<file path="src/ssp_pkg.sv">
/*
 * ssp_pkg: constants and carrier types for the serial register port.
 * Assumes a single 125 MHz system clock; pin levels enter asynchronously.
 */
// ============================================================
// package
// ============================================================
package ssp_pkg;
	// data width of one serial word
	localparam int unsigned BYTE_W = 8;
	// system clock period in ns and the select-to-output limits in periods
	localparam int unsigned CLK_PERIOD_NS = 8;
	localparam int unsigned MISO_VALID_T = 4;
	localparam int unsigned MISO_HIZ_T = 4;
	// synchroniser depth: two flip-flops before any logic reads a pin
	localparam int unsigned SYNC_STAGES = 2;
	// reset values
	localparam logic [7:0] SHIFT_RST = 8'h00;
	localparam logic [2:0] BITCNT_RST = 3'h0;

	// synchronised pin levels
	typedef struct packed {
		logic sck;
		logic nss_b;
		logic mosi;
	} ssp_pins_t;

	// frame state, gray coded along idle -> active -> ending
	typedef enum logic [1:0] {
		SSP_IDLE   = 2'b00,
		SSP_ACTIVE = 2'b01,
		SSP_ENDING = 2'b11
	} ssp_state_t;
endpackage : ssp_pkg

</file>
<file path="src/ssp_port.sv">
/*
 * ssp_port: mode 0 serial slave port that moves bytes between an external
 * master and the register/RAM logic behind it.
 * Assumes the master keeps the bit rate and select set-up/hold limits in
 * system clock periods; the byte protocol lives in the user-side logic.
 */
`timescale 1ns/1ps
`default_nettype none
// ============================================================
// serial port
// ============================================================
// Function
// RQ1: input line shifted in, MSB first
// RQ2: output line driven, MSB first
// RQ3: output tristated while select inactive
// RQ4: clock ignored while select inactive
// RQ5: select fall starts, rise ends transfer
// RQ6: master uses mode 0
// RQ7: full-duplex rate at most tenth clock
// RQ8: asynchronous master stays below tenth clock
// RQ9: write-only accepted up to quarter clock
// RQ10: master waits two periods before clock
// RQ11: master waits two periods before deselect
// RQ12: output valid within four periods
// RQ13: output released within four periods
// RQ14: sample rising edge, shift falling edge
// RQ15: inputs synchronised, edges detected internally
module ssp_port
(
	// clock and reset
	input  wire logic             i_clk,
	input  wire logic             i_rst_b,
	// serial pins
	input  wire logic             i_sck,
	input  wire logic             i_nss_b,
	input  wire logic             i_mosi,
	output logic                  o_miso,
	output logic                  o_miso_oe_b,
	// user side: byte to send, loaded at frame start and after each byte
	input  wire logic [7:0]       i_tx_data,
	output logic                  o_tx_load,
	// user side: received byte
	output logic [7:0]            o_rx_data,
	output logic                  o_rx_valid,
	// user side: frame markers
	output logic                  o_frame_start,
	output logic                  o_frame_end,
	output logic                  o_busy
);
	ssp_pkg::ssp_pins_t pins_raw;
	ssp_pkg::ssp_pins_t pins_s;
	ssp_pkg::ssp_pins_t pins_q_reg;
	ssp_pkg::ssp_state_t state_reg;
	ssp_pkg::ssp_state_t state_next;
	logic [7:0] rx_sh_reg;
	logic [7:0] rx_sh_next;
	logic [7:0] tx_sh_reg;
	logic [7:0] tx_sh_next;
	logic [2:0] bit_reg;
	logic [2:0] bit_next;
	logic [7:0] rx_data_reg;
	logic [7:0] rx_data_next;
	logic       rx_valid_reg;
	logic       rx_valid_next;
	logic       miso_reg;
	logic       miso_next;
	logic       oe_b_reg;
	logic       oe_b_next;
	logic       sck_rise;
	logic       sck_fall;
	logic       nss_fall;
	logic       nss_rise;
	logic       load;

	// shift one bit in at the bottom; both shift registers move this way
	function automatic logic [7:0] shift_in(input logic [7:0] value,
		input logic fill);
		shift_in = {value[6:0], fill};
	endfunction : shift_in

	// raw pin levels gathered into one carrier before the synchroniser
	assign pins_raw = '{sck: i_sck, nss_b: i_nss_b, mosi: i_mosi};

	// pins cross into i_clk before anything looks at them
	ssp_sync u_sync
	(
		.i_clk   (i_clk),
		.i_rst_b (i_rst_b),
		.i_pins  (pins_raw),
		.o_pins  (pins_s)
	); // RQ15

	// one delayed copy of the synchronised levels for edge detection
	always_ff @(posedge i_clk or negedge i_rst_b)
	begin
		if (!i_rst_b)
			pins_q_reg <= '{sck: 1'b0, nss_b: 1'b1, mosi: 1'b0};
		else
			pins_q_reg <= pins_s;
	end

	// edges; clock edges only count inside a frame
	always_comb
	begin
		nss_fall = pins_q_reg.nss_b & ~pins_s.nss_b; // RQ5
		nss_rise = ~pins_q_reg.nss_b & pins_s.nss_b; // RQ5
		sck_rise = ~pins_q_reg.sck & pins_s.sck & ~pins_s.nss_b; // RQ4 RQ14
		sck_fall = pins_q_reg.sck & ~pins_s.sck & ~pins_s.nss_b; // RQ4 RQ14
	end

	// a fresh byte is fetched at frame start and after every eighth bit
	assign load = nss_fall | (sck_fall && (bit_reg == ssp_pkg::BITCNT_RST)
		&& (state_reg == ssp_pkg::SSP_ACTIVE));

	// next-state and datapath; output timing is 3 periods from the pin
	// edge (2 sync + 1 register), inside the 4 period limit
	always_comb
	begin
		state_next    = state_reg;
		rx_sh_next    = rx_sh_reg;
		tx_sh_next    = tx_sh_reg;
		bit_next      = bit_reg;
		rx_data_next  = rx_data_reg;
		rx_valid_next = 1'b0;
		miso_next     = miso_reg;
		oe_b_next     = oe_b_reg;
		case (state_reg)
			ssp_pkg::SSP_IDLE:
			begin
				oe_b_next = 1'b1; // RQ3
				if (nss_fall)
				begin
					state_next = ssp_pkg::SSP_ACTIVE;
					bit_next   = ssp_pkg::BITCNT_RST;
					rx_sh_next = ssp_pkg::SHIFT_RST;
					tx_sh_next = shift_in(i_tx_data, 1'b0);
					miso_next  = i_tx_data[7]; // RQ2 RQ14
					oe_b_next  = 1'b0; // RQ12
				end
			end
			ssp_pkg::SSP_ACTIVE:
			begin
				if (nss_rise)
				begin
					state_next = ssp_pkg::SSP_ENDING;
					oe_b_next  = 1'b1; // RQ13
				end
				else
				begin
					if (sck_rise)
					begin
						// sample on rising edge
						rx_sh_next = shift_in(rx_sh_reg, pins_s.mosi); // RQ1
						bit_next   = bit_reg + 3'h1;
						if (bit_reg == 3'h7)
						begin
							rx_data_next  = shift_in(rx_sh_reg, pins_s.mosi);
							rx_valid_next = 1'b1; // RQ9
						end
					end
					if (sck_fall)
					begin
						// shift out on falling edge, MSB first
						if (bit_reg == ssp_pkg::BITCNT_RST)
						begin
							miso_next  = i_tx_data[7];
							tx_sh_next = shift_in(i_tx_data, 1'b0);
						end
						else
						begin
							miso_next  = tx_sh_reg[7]; // RQ2 RQ14
							tx_sh_next = shift_in(tx_sh_reg, 1'b0);
						end
					end
				end
			end
			ssp_pkg::SSP_ENDING:
			begin
				// one cycle to announce the end, then idle
				oe_b_next  = 1'b1;
				state_next = ssp_pkg::SSP_IDLE;
			end
			default:
			begin
				state_next = ssp_pkg::SSP_IDLE;
				oe_b_next  = 1'b1;
			end
		endcase
	end

	// registers only
	always_ff @(posedge i_clk or negedge i_rst_b)
	begin
		if (!i_rst_b)
		begin
			state_reg    <= ssp_pkg::SSP_IDLE;
			rx_sh_reg    <= ssp_pkg::SHIFT_RST;
			tx_sh_reg    <= ssp_pkg::SHIFT_RST;
			bit_reg      <= ssp_pkg::BITCNT_RST;
			rx_data_reg  <= ssp_pkg::SHIFT_RST;
			rx_valid_reg <= 1'b0;
			miso_reg     <= 1'b0;
			oe_b_reg     <= 1'b1;
		end
		else
		begin
			state_reg    <= state_next;
			rx_sh_reg    <= rx_sh_next;
			tx_sh_reg    <= tx_sh_next;
			bit_reg      <= bit_next;
			rx_data_reg  <= rx_data_next;
			rx_valid_reg <= rx_valid_next;
			miso_reg     <= miso_next;
			oe_b_reg     <= oe_b_next;
		end
	end

	// outputs; a limitation: transmit byte must be ready when load pulses
	assign o_miso        = miso_reg;
	assign o_miso_oe_b   = oe_b_reg; // RQ3
	assign o_rx_data     = rx_data_reg;
	assign o_rx_valid    = rx_valid_reg;
	assign o_tx_load     = load;
	assign o_frame_start = nss_fall;
	assign o_frame_end   = (state_reg == ssp_pkg::SSP_ENDING);
	assign o_busy        = (state_reg == ssp_pkg::SSP_ACTIVE);
endmodule : ssp_port
`default_nettype wire

</file>
<file path="src/ssp_sync.sv">
/*
 * ssp_sync: two-flop synchronisers for the serial pins.
 * Assumes pins are asynchronous to i_clk.
 */
`timescale 1ns/1ps
`default_nettype none
// ============================================================
// synchroniser
// ============================================================
module ssp_sync
(
	// clock and reset
	input  wire logic            i_clk,
	input  wire logic            i_rst_b,
	// raw pins
	input  wire ssp_pkg::ssp_pins_t i_pins,
	// synchronised levels
	output var  ssp_pkg::ssp_pins_t o_pins
);
	ssp_pkg::ssp_pins_t meta_reg;
	ssp_pkg::ssp_pins_t meta_next;
	ssp_pkg::ssp_pins_t sync_reg;
	ssp_pkg::ssp_pins_t sync_next;

	// next values: first stage feeds only the second
	always_comb
	begin
		meta_next = i_pins;
		sync_next = meta_reg;
	end

	// select resets high so no frame is seen at start-up
	always_ff @(posedge i_clk or negedge i_rst_b)
	begin
		if (!i_rst_b)
		begin
			meta_reg <= '{sck: 1'b0, nss_b: 1'b1, mosi: 1'b0};
			sync_reg <= '{sck: 1'b0, nss_b: 1'b1, mosi: 1'b0};
		end
		else
		begin
			meta_reg <= meta_next;
			sync_reg <= sync_next;
		end
	end

	assign o_pins = sync_reg;
endmodule : ssp_sync
`default_nettype wire

</file>
<file path="config.mk">
export PLATFORM = sky130hd
export DESIGN_NAME = ssp_port
export DESIGN_NICKNAME = d
export VERILOG_FILES = /design/src/ssp_pkg.sv /design/src/ssp_port.sv /design/src/ssp_sync.sv
export SDC_FILE = /design/constraint.sdc
export NUM_CORES = 1
export LEC_CHECK = 0
export BUFFER_PORTS_ARGS = -buffer_cell sky130_fd_sc_hd__buf_4
export CORE_ASPECT_RATIO = 0.5
export CORE_MARGIN = 2
export CORE_UTILIZATION = 59
export CTS_BUF_LIST = sky130_fd_sc_hd__clkbuf_4
export DETAILED_ROUTE_END_ITERATION = 10
export PLACE_DENSITY = 0.84
export REMOVE_ABC_BUFFERS = 1
export SETUP_SLACK_MARGIN = 0.02
export SYNTH_ARGS = -nofsm -noshare
export SYNTH_HDL_FRONTEND = slang
export SYNTH_SLANG_ARGS = --single-unit
export TNS_END_PERCENT = 20
</file>
<file path="constraint.sdc">
create_clock -name i_clk -period 2.6 [get_ports i_clk]
set_input_delay 0.39 -clock i_clk [delete_from_list [all_inputs] [get_ports i_clk]]
set_output_delay 0.39 -clock i_clk [all_outputs]
set_load 0.005 [all_outputs]
</file>
Yosys cells after proc, flatten, opt, wreduce, memory -nomap -nowiden. Index checks and enable logic that the tools add are counted.

Bits in registers: 39. Input port bits: 13. Output and inout port bits: 15. Word-level logic and storage cells: 74.

Add/subtract/negate cells: 1. Eq/ne operators: 8. Mux-type cells: 28. Bitwise operators: 12. Reductions and logical operators: 9.

Operators by type and width (number): 8-bit 2-to-1 mux (4); 7-bit 2-to-1 mux (3); 8-bit case mux with 2 select lines (1); 7-bit case mux with 2 select lines (1); 4-bit AND reduction (3); 1-bit 2-to-1 mux (10); 3-bit 2-to-1 mux (3); 1-bit bitwise AND (6); 2-bit by 1-bit != test with 1-bit output (second input constant) (3); 3-bit case mux with 2 select lines (1); 1-bit inverter (5); 2-bit 2-to-1 mux (2); 2-bit != test (second input constant) (2); 1-bit case mux with 2 select lines (2); 2-bit case mux with 2 select lines (1); 3-bit by 1-bit adder with 3-bit output (second input constant) (1); 3-bit == test (second input constant) (1); 3-bit logical NOT (1); 2-bit by 1-bit == test with 1-bit output (second input constant) (1); 2-bit == test (second input constant) (1); 1-bit logical AND (2); 2-bit logical NOT (1); 2-bit AND reduction (1); 2-bit nonzero test (1); 1-bit OR (1).

Depth between registers and ports, before layout. Gate-level depths: netlist (run 1).

Depth after elaboration: 6. Gate-level depth with buffers: 6. Mapped depth without buffers: 6.

Modules after synthesis. A second synthesis (run 1) with hierarchy kept.

Cell total of the unflattened synthesis: 134. Area, all modules: 1566.5 µm².

Modules (own cells, without submodules): ssp_port (times used 1, cells each 128, area an instance 1413.9 µm², sequential area each 803.3 µm²); ssp_sync (times used 1, cells each 6, area an instance 152.6 µm², sequential area each 152.6 µm²).

Least setup slack after synthesis (run 1). OpenSTA, ideal clock, no wires.

Kind: flip-flop to flip-flop. Start: register state_reg[1]. End: register rx_data_reg[0] (netlist: o_rx_data[0]). Setup time: 125 ps. Arrival time: 1263 ps. Data required time: 2475 ps. Setup slack: 1212 ps. Cell stages (with the launch flop): 5. Path buffers: 0. Clock period less this slack: 1388 ps. Cells stage by stage: dfrtp_1 -> nand2b_2 -> nor4b_4 -> nand2_4 -> mux2_2.

Word-level cells in the longest chain between the ends: 2.

Ends and longest elaborated chain: start, declared (line ssp_port.sv:53) `ssp_pkg::ssp_state_t state_reg;`; start signal, assigned (line ssp_port.sv:196) `state_reg <= ssp_pkg::SSP_IDLE;`; start signal, assigned (line ssp_port.sv:207) `state_reg <= state_next;`; 2-bit by 1-bit == test with 1-bit output (line ssp_port.sv:127) `case (state_reg)`; 4-bit AND reduction (no source line); end signal, assigned (line ssp_port.sv:200) `rx_data_reg <= ssp_pkg::SHIFT_RST;`; end signal, assigned (line ssp_port.sv:211) `rx_data_reg <= rx_data_next;`; end, declared (line ssp_port.sv:61) `logic [7:0] rx_data_reg;`.

Every way passes these cells. A chain may end at the register's enable or synchronous reset.

Worst setup path after layout (run 1).
Start: register bit_reg[1]. End: output port o_tx_load.

Word-level cells in the longest chain between the ends: 4.

Ends and longest elaborated chain: start, declared (line ssp_port.sv:59) `logic [2:0] bit_reg;`; start signal, assigned (line ssp_port.sv:199) `bit_reg <= ssp_pkg::BITCNT_RST;`; start signal, assigned (line ssp_port.sv:210) `bit_reg <= bit_next;`; 3-bit logical NOT (line ssp_port.sv:112) `assign load = nss_fall | (sck_fall && (bit_reg == ssp_pkg::BITCNT_RST)`; 1-bit logical AND (line ssp_port.sv:112); 1-bit logical AND (line ssp_port.sv:113) `&& (state_reg == ssp_pkg::SSP_ACTIVE));`; 1-bit OR (line ssp_port.sv:112); end, declared (line ssp_port.sv:41) `output logic o_tx_load,`.

Every way passes these cells.

==> flow_metrics.py, run 1 <==
metrics = {
    "power": {
        "finalPower_uw": 1450,
        "ir_drop_mv": 0.511,
        "p_leak_uw": 0.000976,
        "pwr_density_cell_nw_per_um2": 778,
    },
    "clock_tree": {
        "cts_tree": "yes",
        "cts_buffers": 5,
        "cts_num_sinks": 38,
        "root_buffer": "clkbuf_4",
        "htreeDepth": 2,
        "cts.clk_slew.worst_paths_ps": 110,
        "cts_setup_buffers": 0,
        "clk_latency_ps": 330,
        "clockBufferDepth": 2,
        "cts_resized": 0,
        "hold_buffers": 1,
    },
    "synthesis": {
        "ys_seq_area_share_pct": 61.0,
        "synth.distinct_cells": 24,
        "synth_top_area_share_pct": 54.3,
        "synth.area.top_cells": "dfrtp_1 (54%), dfstp_2 (6.7%), nand2_1 (6.7%)",
        "syn_area_per_cell_um2": 11.7,
        "ys_warn_count": 0,
        "synth_top_area_cell": "dfrtp_1",
        "netlist_area_um2": 1570,
        "ys_ff_latch": 38,
        "synthCells": 134,
    },
    "critical_path": {
        "crit_chain": "inv_1, ha_1, nand2b_1, o41ai_1, buf_4",
        "slowest_delay_ps": 420,
        "crit_required_ps": 2210,
        "startpoint_type": "flip-flop",
        "cp.buffers_inverters": 2,
        "crit_family": "flip-flops",
        "cp-end-kind": "output port",
        "arrival_ps": 1550,
        "timing_worst_setup_path_type": "flip-flop to output port",
        "crit_slowest_cell": "dfrtp_1",
        "crit_fanout": 3,
    },
    "sta": {
        "setup_viol": 0,
        "min_period_over_period_pct": 74.7,
        "setup-tns-final_ps": 0,
        "max_slew_margin_pct": 65.7,
        "rsz0062_at_grt": "no",
        "period_minus_slack_ps": 1940,
        "fin_worst_skew_ps": 13.9,
        "max_freq_ghz": 0.515,
        "maxSlewViolCount": 0,
        "hold_ws_ps": 169,
        "tightest_slew_ps": 515,
        "hold_viol_final": 0,
    },
    "drt": {
        "antenna_left": 0,
        "drt-pass1-iter-count": 4,
        "via_per_inst": 5.10,
        "drt_wl_total_um": 2580,
        "vias": 1041,
        "drt-wirelength-per-cell_um": 12.6,
        "drt_iter0_drc": 85,
        "drc_errors": 0,
    },
    "grt": {
        "grt_pass1_vias": 932,
        "antenna_found_initial": 0,
        "grt_max_degree": 39,
        "grt_pass1_wl_um": 4170,
        "grt.total_usage_pct": 18.8,
        "overflow": 0,
    },
    "placement": {
        "numPortBuffers": 27,
        "place_congestion": 0.768,
        "dp_hpwl_um": 1830,
        "place_inst": 195,
    },
    "die": {
        "die_w_um": 76.9,
        "core_um2": 2550,
        "initial_core_util_pct": 61.3,
        "die-area_um2": 3110,
        "rows": 13,
        "die_y_um": 40.4,
        "ios": 28,
    },
    "finish": {
        "finalNetCount": 182,
        "layout-drive-gt1-share_pct": 34.1,
        "insertedDiodeCount": 0,
        "layout_common_cells": "dfrtp_1 (34), nand2_1 (28), buf_4 (27), o21ai_0 (17)",
        "final_common_cell": "dfrtp_1",
        "largest_reg_flops": 8,
        "nFillCells": 176,
        "stdcell_count": 204,
        "syn_to_final_growth_pct": 19.2,
    },
    "status": {
        "status": "finished, final reports clean",
    },
    "hold_path": {
        "min-delay-path-class": "primary input to flip-flop",
    },
    "flow_run": {
        "max_cap_violations": 0,
    },
}
[routing by layer]
layer | up-vias | global-route usage [%] | wire [µm]
met1 | 513 | 21.6 | 1120
met3 | 5 | 6.31 | 108
li1 | 509 | - | -
met2 | 14 | 35.5 | 1320
met4 | 0 | 5.45 | 34
met5 | - | 0 | 0
[logic make-up (layout without fill, tap and decap cells)]
logic type / after synthesis / count (layout) / share of synthesized area (%)
compound gates: 22 / 22 / 8.23
buf+inv: 9 / 42 / 2.64
flops: 38 / 38 / 61.0
fa+ha+maj: 3 / 3 / 2.40
mux: 15 / 15 / 10.2
simple gates: 47 / 47 / 15.5
[metrics by stage]
step                      util [%]  instance area [µm²]  setup slack (ps)
after floorplan                  -                 1550              1110
after global placement        70.4                 1800               907
after detailed placement      70.4                 1800               815
after CTS                     73.1                 1870               641
after global routing          73.1                 1870               570
final                         73.1                 1870               659
[worst register-to-register path, cell delays in order, from the launching register on]
cell and delay, ps:
dfrtp_1 420, nand2b_2 230, inv_1 280, nand2_1 360, mux2i_1 280, o21ai_0 100
[report_power, final]
part	switching, µW	leakage, µW	total, µW	internal [µW]
clock network	172	0.0000368	311	139
logic	187	0.000454	347	160
registers	82.8	0.000486	795	712
total	442	0.000976	1450	1010
[Yosys cell counts, drive strengths merged]
library cell / number
o21ai: 19
and3b: 2
and2: 1
o41ai: 1
nor2: 7
buf: 2
and3: 1
clkbuf: 1
nand2b: 4
inv: 6
dfstp: 4
or2: 1
nor4b: 1
mux2: 8
dfrtp: 34
mux2i: 7
and2b: 1
nand2: 29
a21oi: 2
ha: 3
[final timing paths]
check                                    from                 end  slack, ps  cells past startpoint
setup / recovery                   bit_reg[1]           o_tx_load        660                      5
hold / removal                        i_nss_b  u_sync.meta_reg[1]        170                      1
setup reg to reg                 state_reg[1]        tx_sh_reg[6]        800                      5
hold reg to reg            u_sync.meta_reg[2]    u_sync.o_pins[2]        360                      0
max in group asynchronous             i_rst_b  u_sync.meta_reg[1]       1700                      2
min in group asynchronous             i_rst_b        rx_sh_reg[0]        550                      2
[area by class of cell]
cell class / count / area, µm² / area share (%)
tap: 37 / 46.3 / 2.48
timing repair buffer: 28 / 213 / 11.4
clock buffer: 8 / 60.1 / 3.22
inverter: 6 / 22.5 / 1.21
sequential: 38 / 956 / 51.2
multi-input combinational: 87 / 569 / 30.5
(Power assumes the default switching activity.)
==> run 2: changes to the inputs <==
Settings changed: CORE_UTILIZATION 59 to 51, PLACE_DENSITY 0.84 to 0.77.
Clock period 2.6 ns to 1.7 ns, I/O delays scaled along.
==> flow_metrics.py, run 2 (synthesized netlist as in run 1, its figures left out) <==
metrics = {
    "clock_tree": {
        "cts_num_sinks": 38,
        "cts_tree": "yes",
        "clockBufferDepth": 2,
        "cts.clk_slew.worst_paths_ps": 110,
        "cts_buffers": 5,
        "htreeDepth": 2,
        "root_buffer": "clkbuf_4",
        "clk_latency_ps": 330,
    },
    "die": {
        "initial_core_util_pct": 52.9,
        "die_w_um": 82.4,
        "ios": 28,
        "core_um2": 2960,
        "rows": 14,
        "die_y_um": 43.2,
        "die-area_um2": 3560,
    },
    "placement": {
        "place_congestion": 0.787,
        "dp_slack_ps": 195,
        "dp_hpwl_um": 1780,
        "dpl_cell_area_um2": 1820,
        "numPortBuffers": 27,
    },
    "grt": {
        "grt.total_usage_pct": 15.9,
        "overflow": 0,
        "grt_max_degree": 39,
        "antenna_found_initial": 0,
        "grt_pass1_wl_um": 4090,
        "grt_pass1_vias": 993,
    },
    "drt": {
        "drt_wl_total_um": 2610,
        "drt-wirelength-per-cell_um": 12.4,
        "via_per_inst": 4.91,
        "drt-pass1-iter-count": 4,
        "drc_errors": 0,
        "drt_iter0_drc": 34,
        "vias": 1036,
        "antenna_left": 0,
    },
    "hold_path": {
        "min-delay-path-class": "primary input to flip-flop",
    },
    "critical_path": {
        "timing_worst_setup_path_type": "flip-flop to output port",
        "crit_fanout": 2,
        "arrival_ps": 1390,
        "startpoint_type": "flip-flop",
        "cp-end-kind": "output port",
        "slowest_delay_ps": 410,
        "crit_slowest_cell": "dfrtp_1",
        "crit_chain": "inv_2, ha_1, nand2b_1, o41ai_2, buf_4",
        "crit_required_ps": 1440,
    },
    "sta": {
        "tightest_slew_ps": 463,
        "setup_viol": 0,
        "min_period_over_period_pct": 96.6,
        "max_slew_margin_pct": 69.2,
        "setup-tns-final_ps": 0,
        "fin_worst_skew_ps": 6.66,
        "maxSlewViolCount": 0,
        "setup_ws_ps": 57.2,
        "period_minus_slack_ps": 1640,
        "hold_viol_final": 0,
        "max_freq_ghz": 0.609,
        "rsz0062_at_grt": "yes",
    },
    "finish": {
        "finalNetCount": 186,
        "seqCellArea_um2": 957,
        "final_common_cell": "dfrtp_1",
        "design_area_um2": 1920,
        "layout_common_cells": "dfrtp_1 (33), buf_4 (31), nand2_1 (28), o21ai_0 (17), mux2_2 (8)",
        "syn_to_final_growth_pct": 22.3,
        "multiInputGateArea_um2": 589,
        "nFillCells": 245,
        "utilization_pct": 64.7,
        "layout-drive-gt1-share_pct": 37.4,
        "largest_reg_flops": 8,
        "insertedDiodeCount": 0,
    },
    "power": {
        "power_frac_comb_pct": 25.8,
        "internal_power_uw": 1540,
        "switchingPower_uw": 689,
        "seqPwrFrac_pct": 54.2,
        "finalPower_uw": 2230,
        "pwr_density_cell_nw_per_um2": 1160,
        "p_leak_uw": 0.00100,
        "sw_frac_of_total_pct": 30.9,
        "ir_drop_mv": 0.527,
        "p_clk_share_pct": 20.0,
    },
    "flow_run": {
        "max_cap_violations": 0,
    },
    "status": {
        "status": "finished, final reports clean",
    },
}
==> run 2: changes by cell type in the layout (fill, tap and decap cells not counted), sizes merged <==
cell,delta
clkbuf,-2
clkinv,+2
buf,+4
==> run 2: repair_timing <==
| action | CTS | global route |
|---|---|---|
| pin swaps | 1 | 0 |
| endpoints found under the setup margin | 1 | 2 |
| cloned | 0 | 0 |
| setup buffers | 2 | 0 |
| endpoints found under the hold margin | 34 | 0 |
| hold buffers | 1 | 0 |
| gates resized for setup | 3 | 2 |
==> run 2: layer usage <==
layer	GRT usage (%)	vias up	share of wire [%]
met5	0	-	0
met4	5.00	0	0.34
met3	5.53	2	4.4
met2	27.3	17	51
met1	18.7	502	44
li1	-	515	-
==> run 2: layout make-up <==
class | instances | share of cell area, %
Inverter | 6 | 1.18
Multi-Input combinational cell | 87 | 30.8
Timing Repair Buffer | 32 | 12.7
Clock inverter | 2 | 0.457
Tap cell | 40 | 2.61
Clock buffer | 6 | 2.35
Sequential cell | 38 | 50.0
==> run 2: power by group through the flow <==
stage / clock (µW) / combinational (µW) / sequential (µW)
CTS: 463 / 582 / 1210
global placement: 0 / 525 / 1220
detailed placement: 0 / 544 / 1230
global route: 494 / 656 / 1230
finish: 446 / 574 / 1210
floorplan: 0 / 371 / 1200
==> run 2: final timing paths <==
check | startpoint | end | slack, ps | cells after the start
max | bit_reg[0] | o_tx_load | 60 | 5
min | i_nss_b | u_sync.meta_reg[1] | 20 | 1
max reg2reg | bit_reg[0] | o_rx_data[0] | 170 | 5
min reg2reg | u_sync.meta_reg[0] | u_sync.o_pins[0] | 360 | 0
max in group asynchronous | i_rst_b | pins_q_reg[1] | 910 | 2
min in group asynchronous | i_rst_b | rx_sh_reg[6] | 430 | 2
==> run 2: stage by stage <==
stage	cells	hold WS (ps)
2_1_floorplan	131	-40.6
3_3_place_gp	200	241
3_5_place_dp	200	245
4_1_cts	211	3.31
5_1_grt	211	0.480
6_report	211	21.5
==> run 2: critical path, delay by kind of cell, from the launching register on <==
kind	cells	cell delay, ps
fa+ha+maj	1	140
buf+inv	2	220
flops	1	410
simple gates	1	80
compound gates	1	220
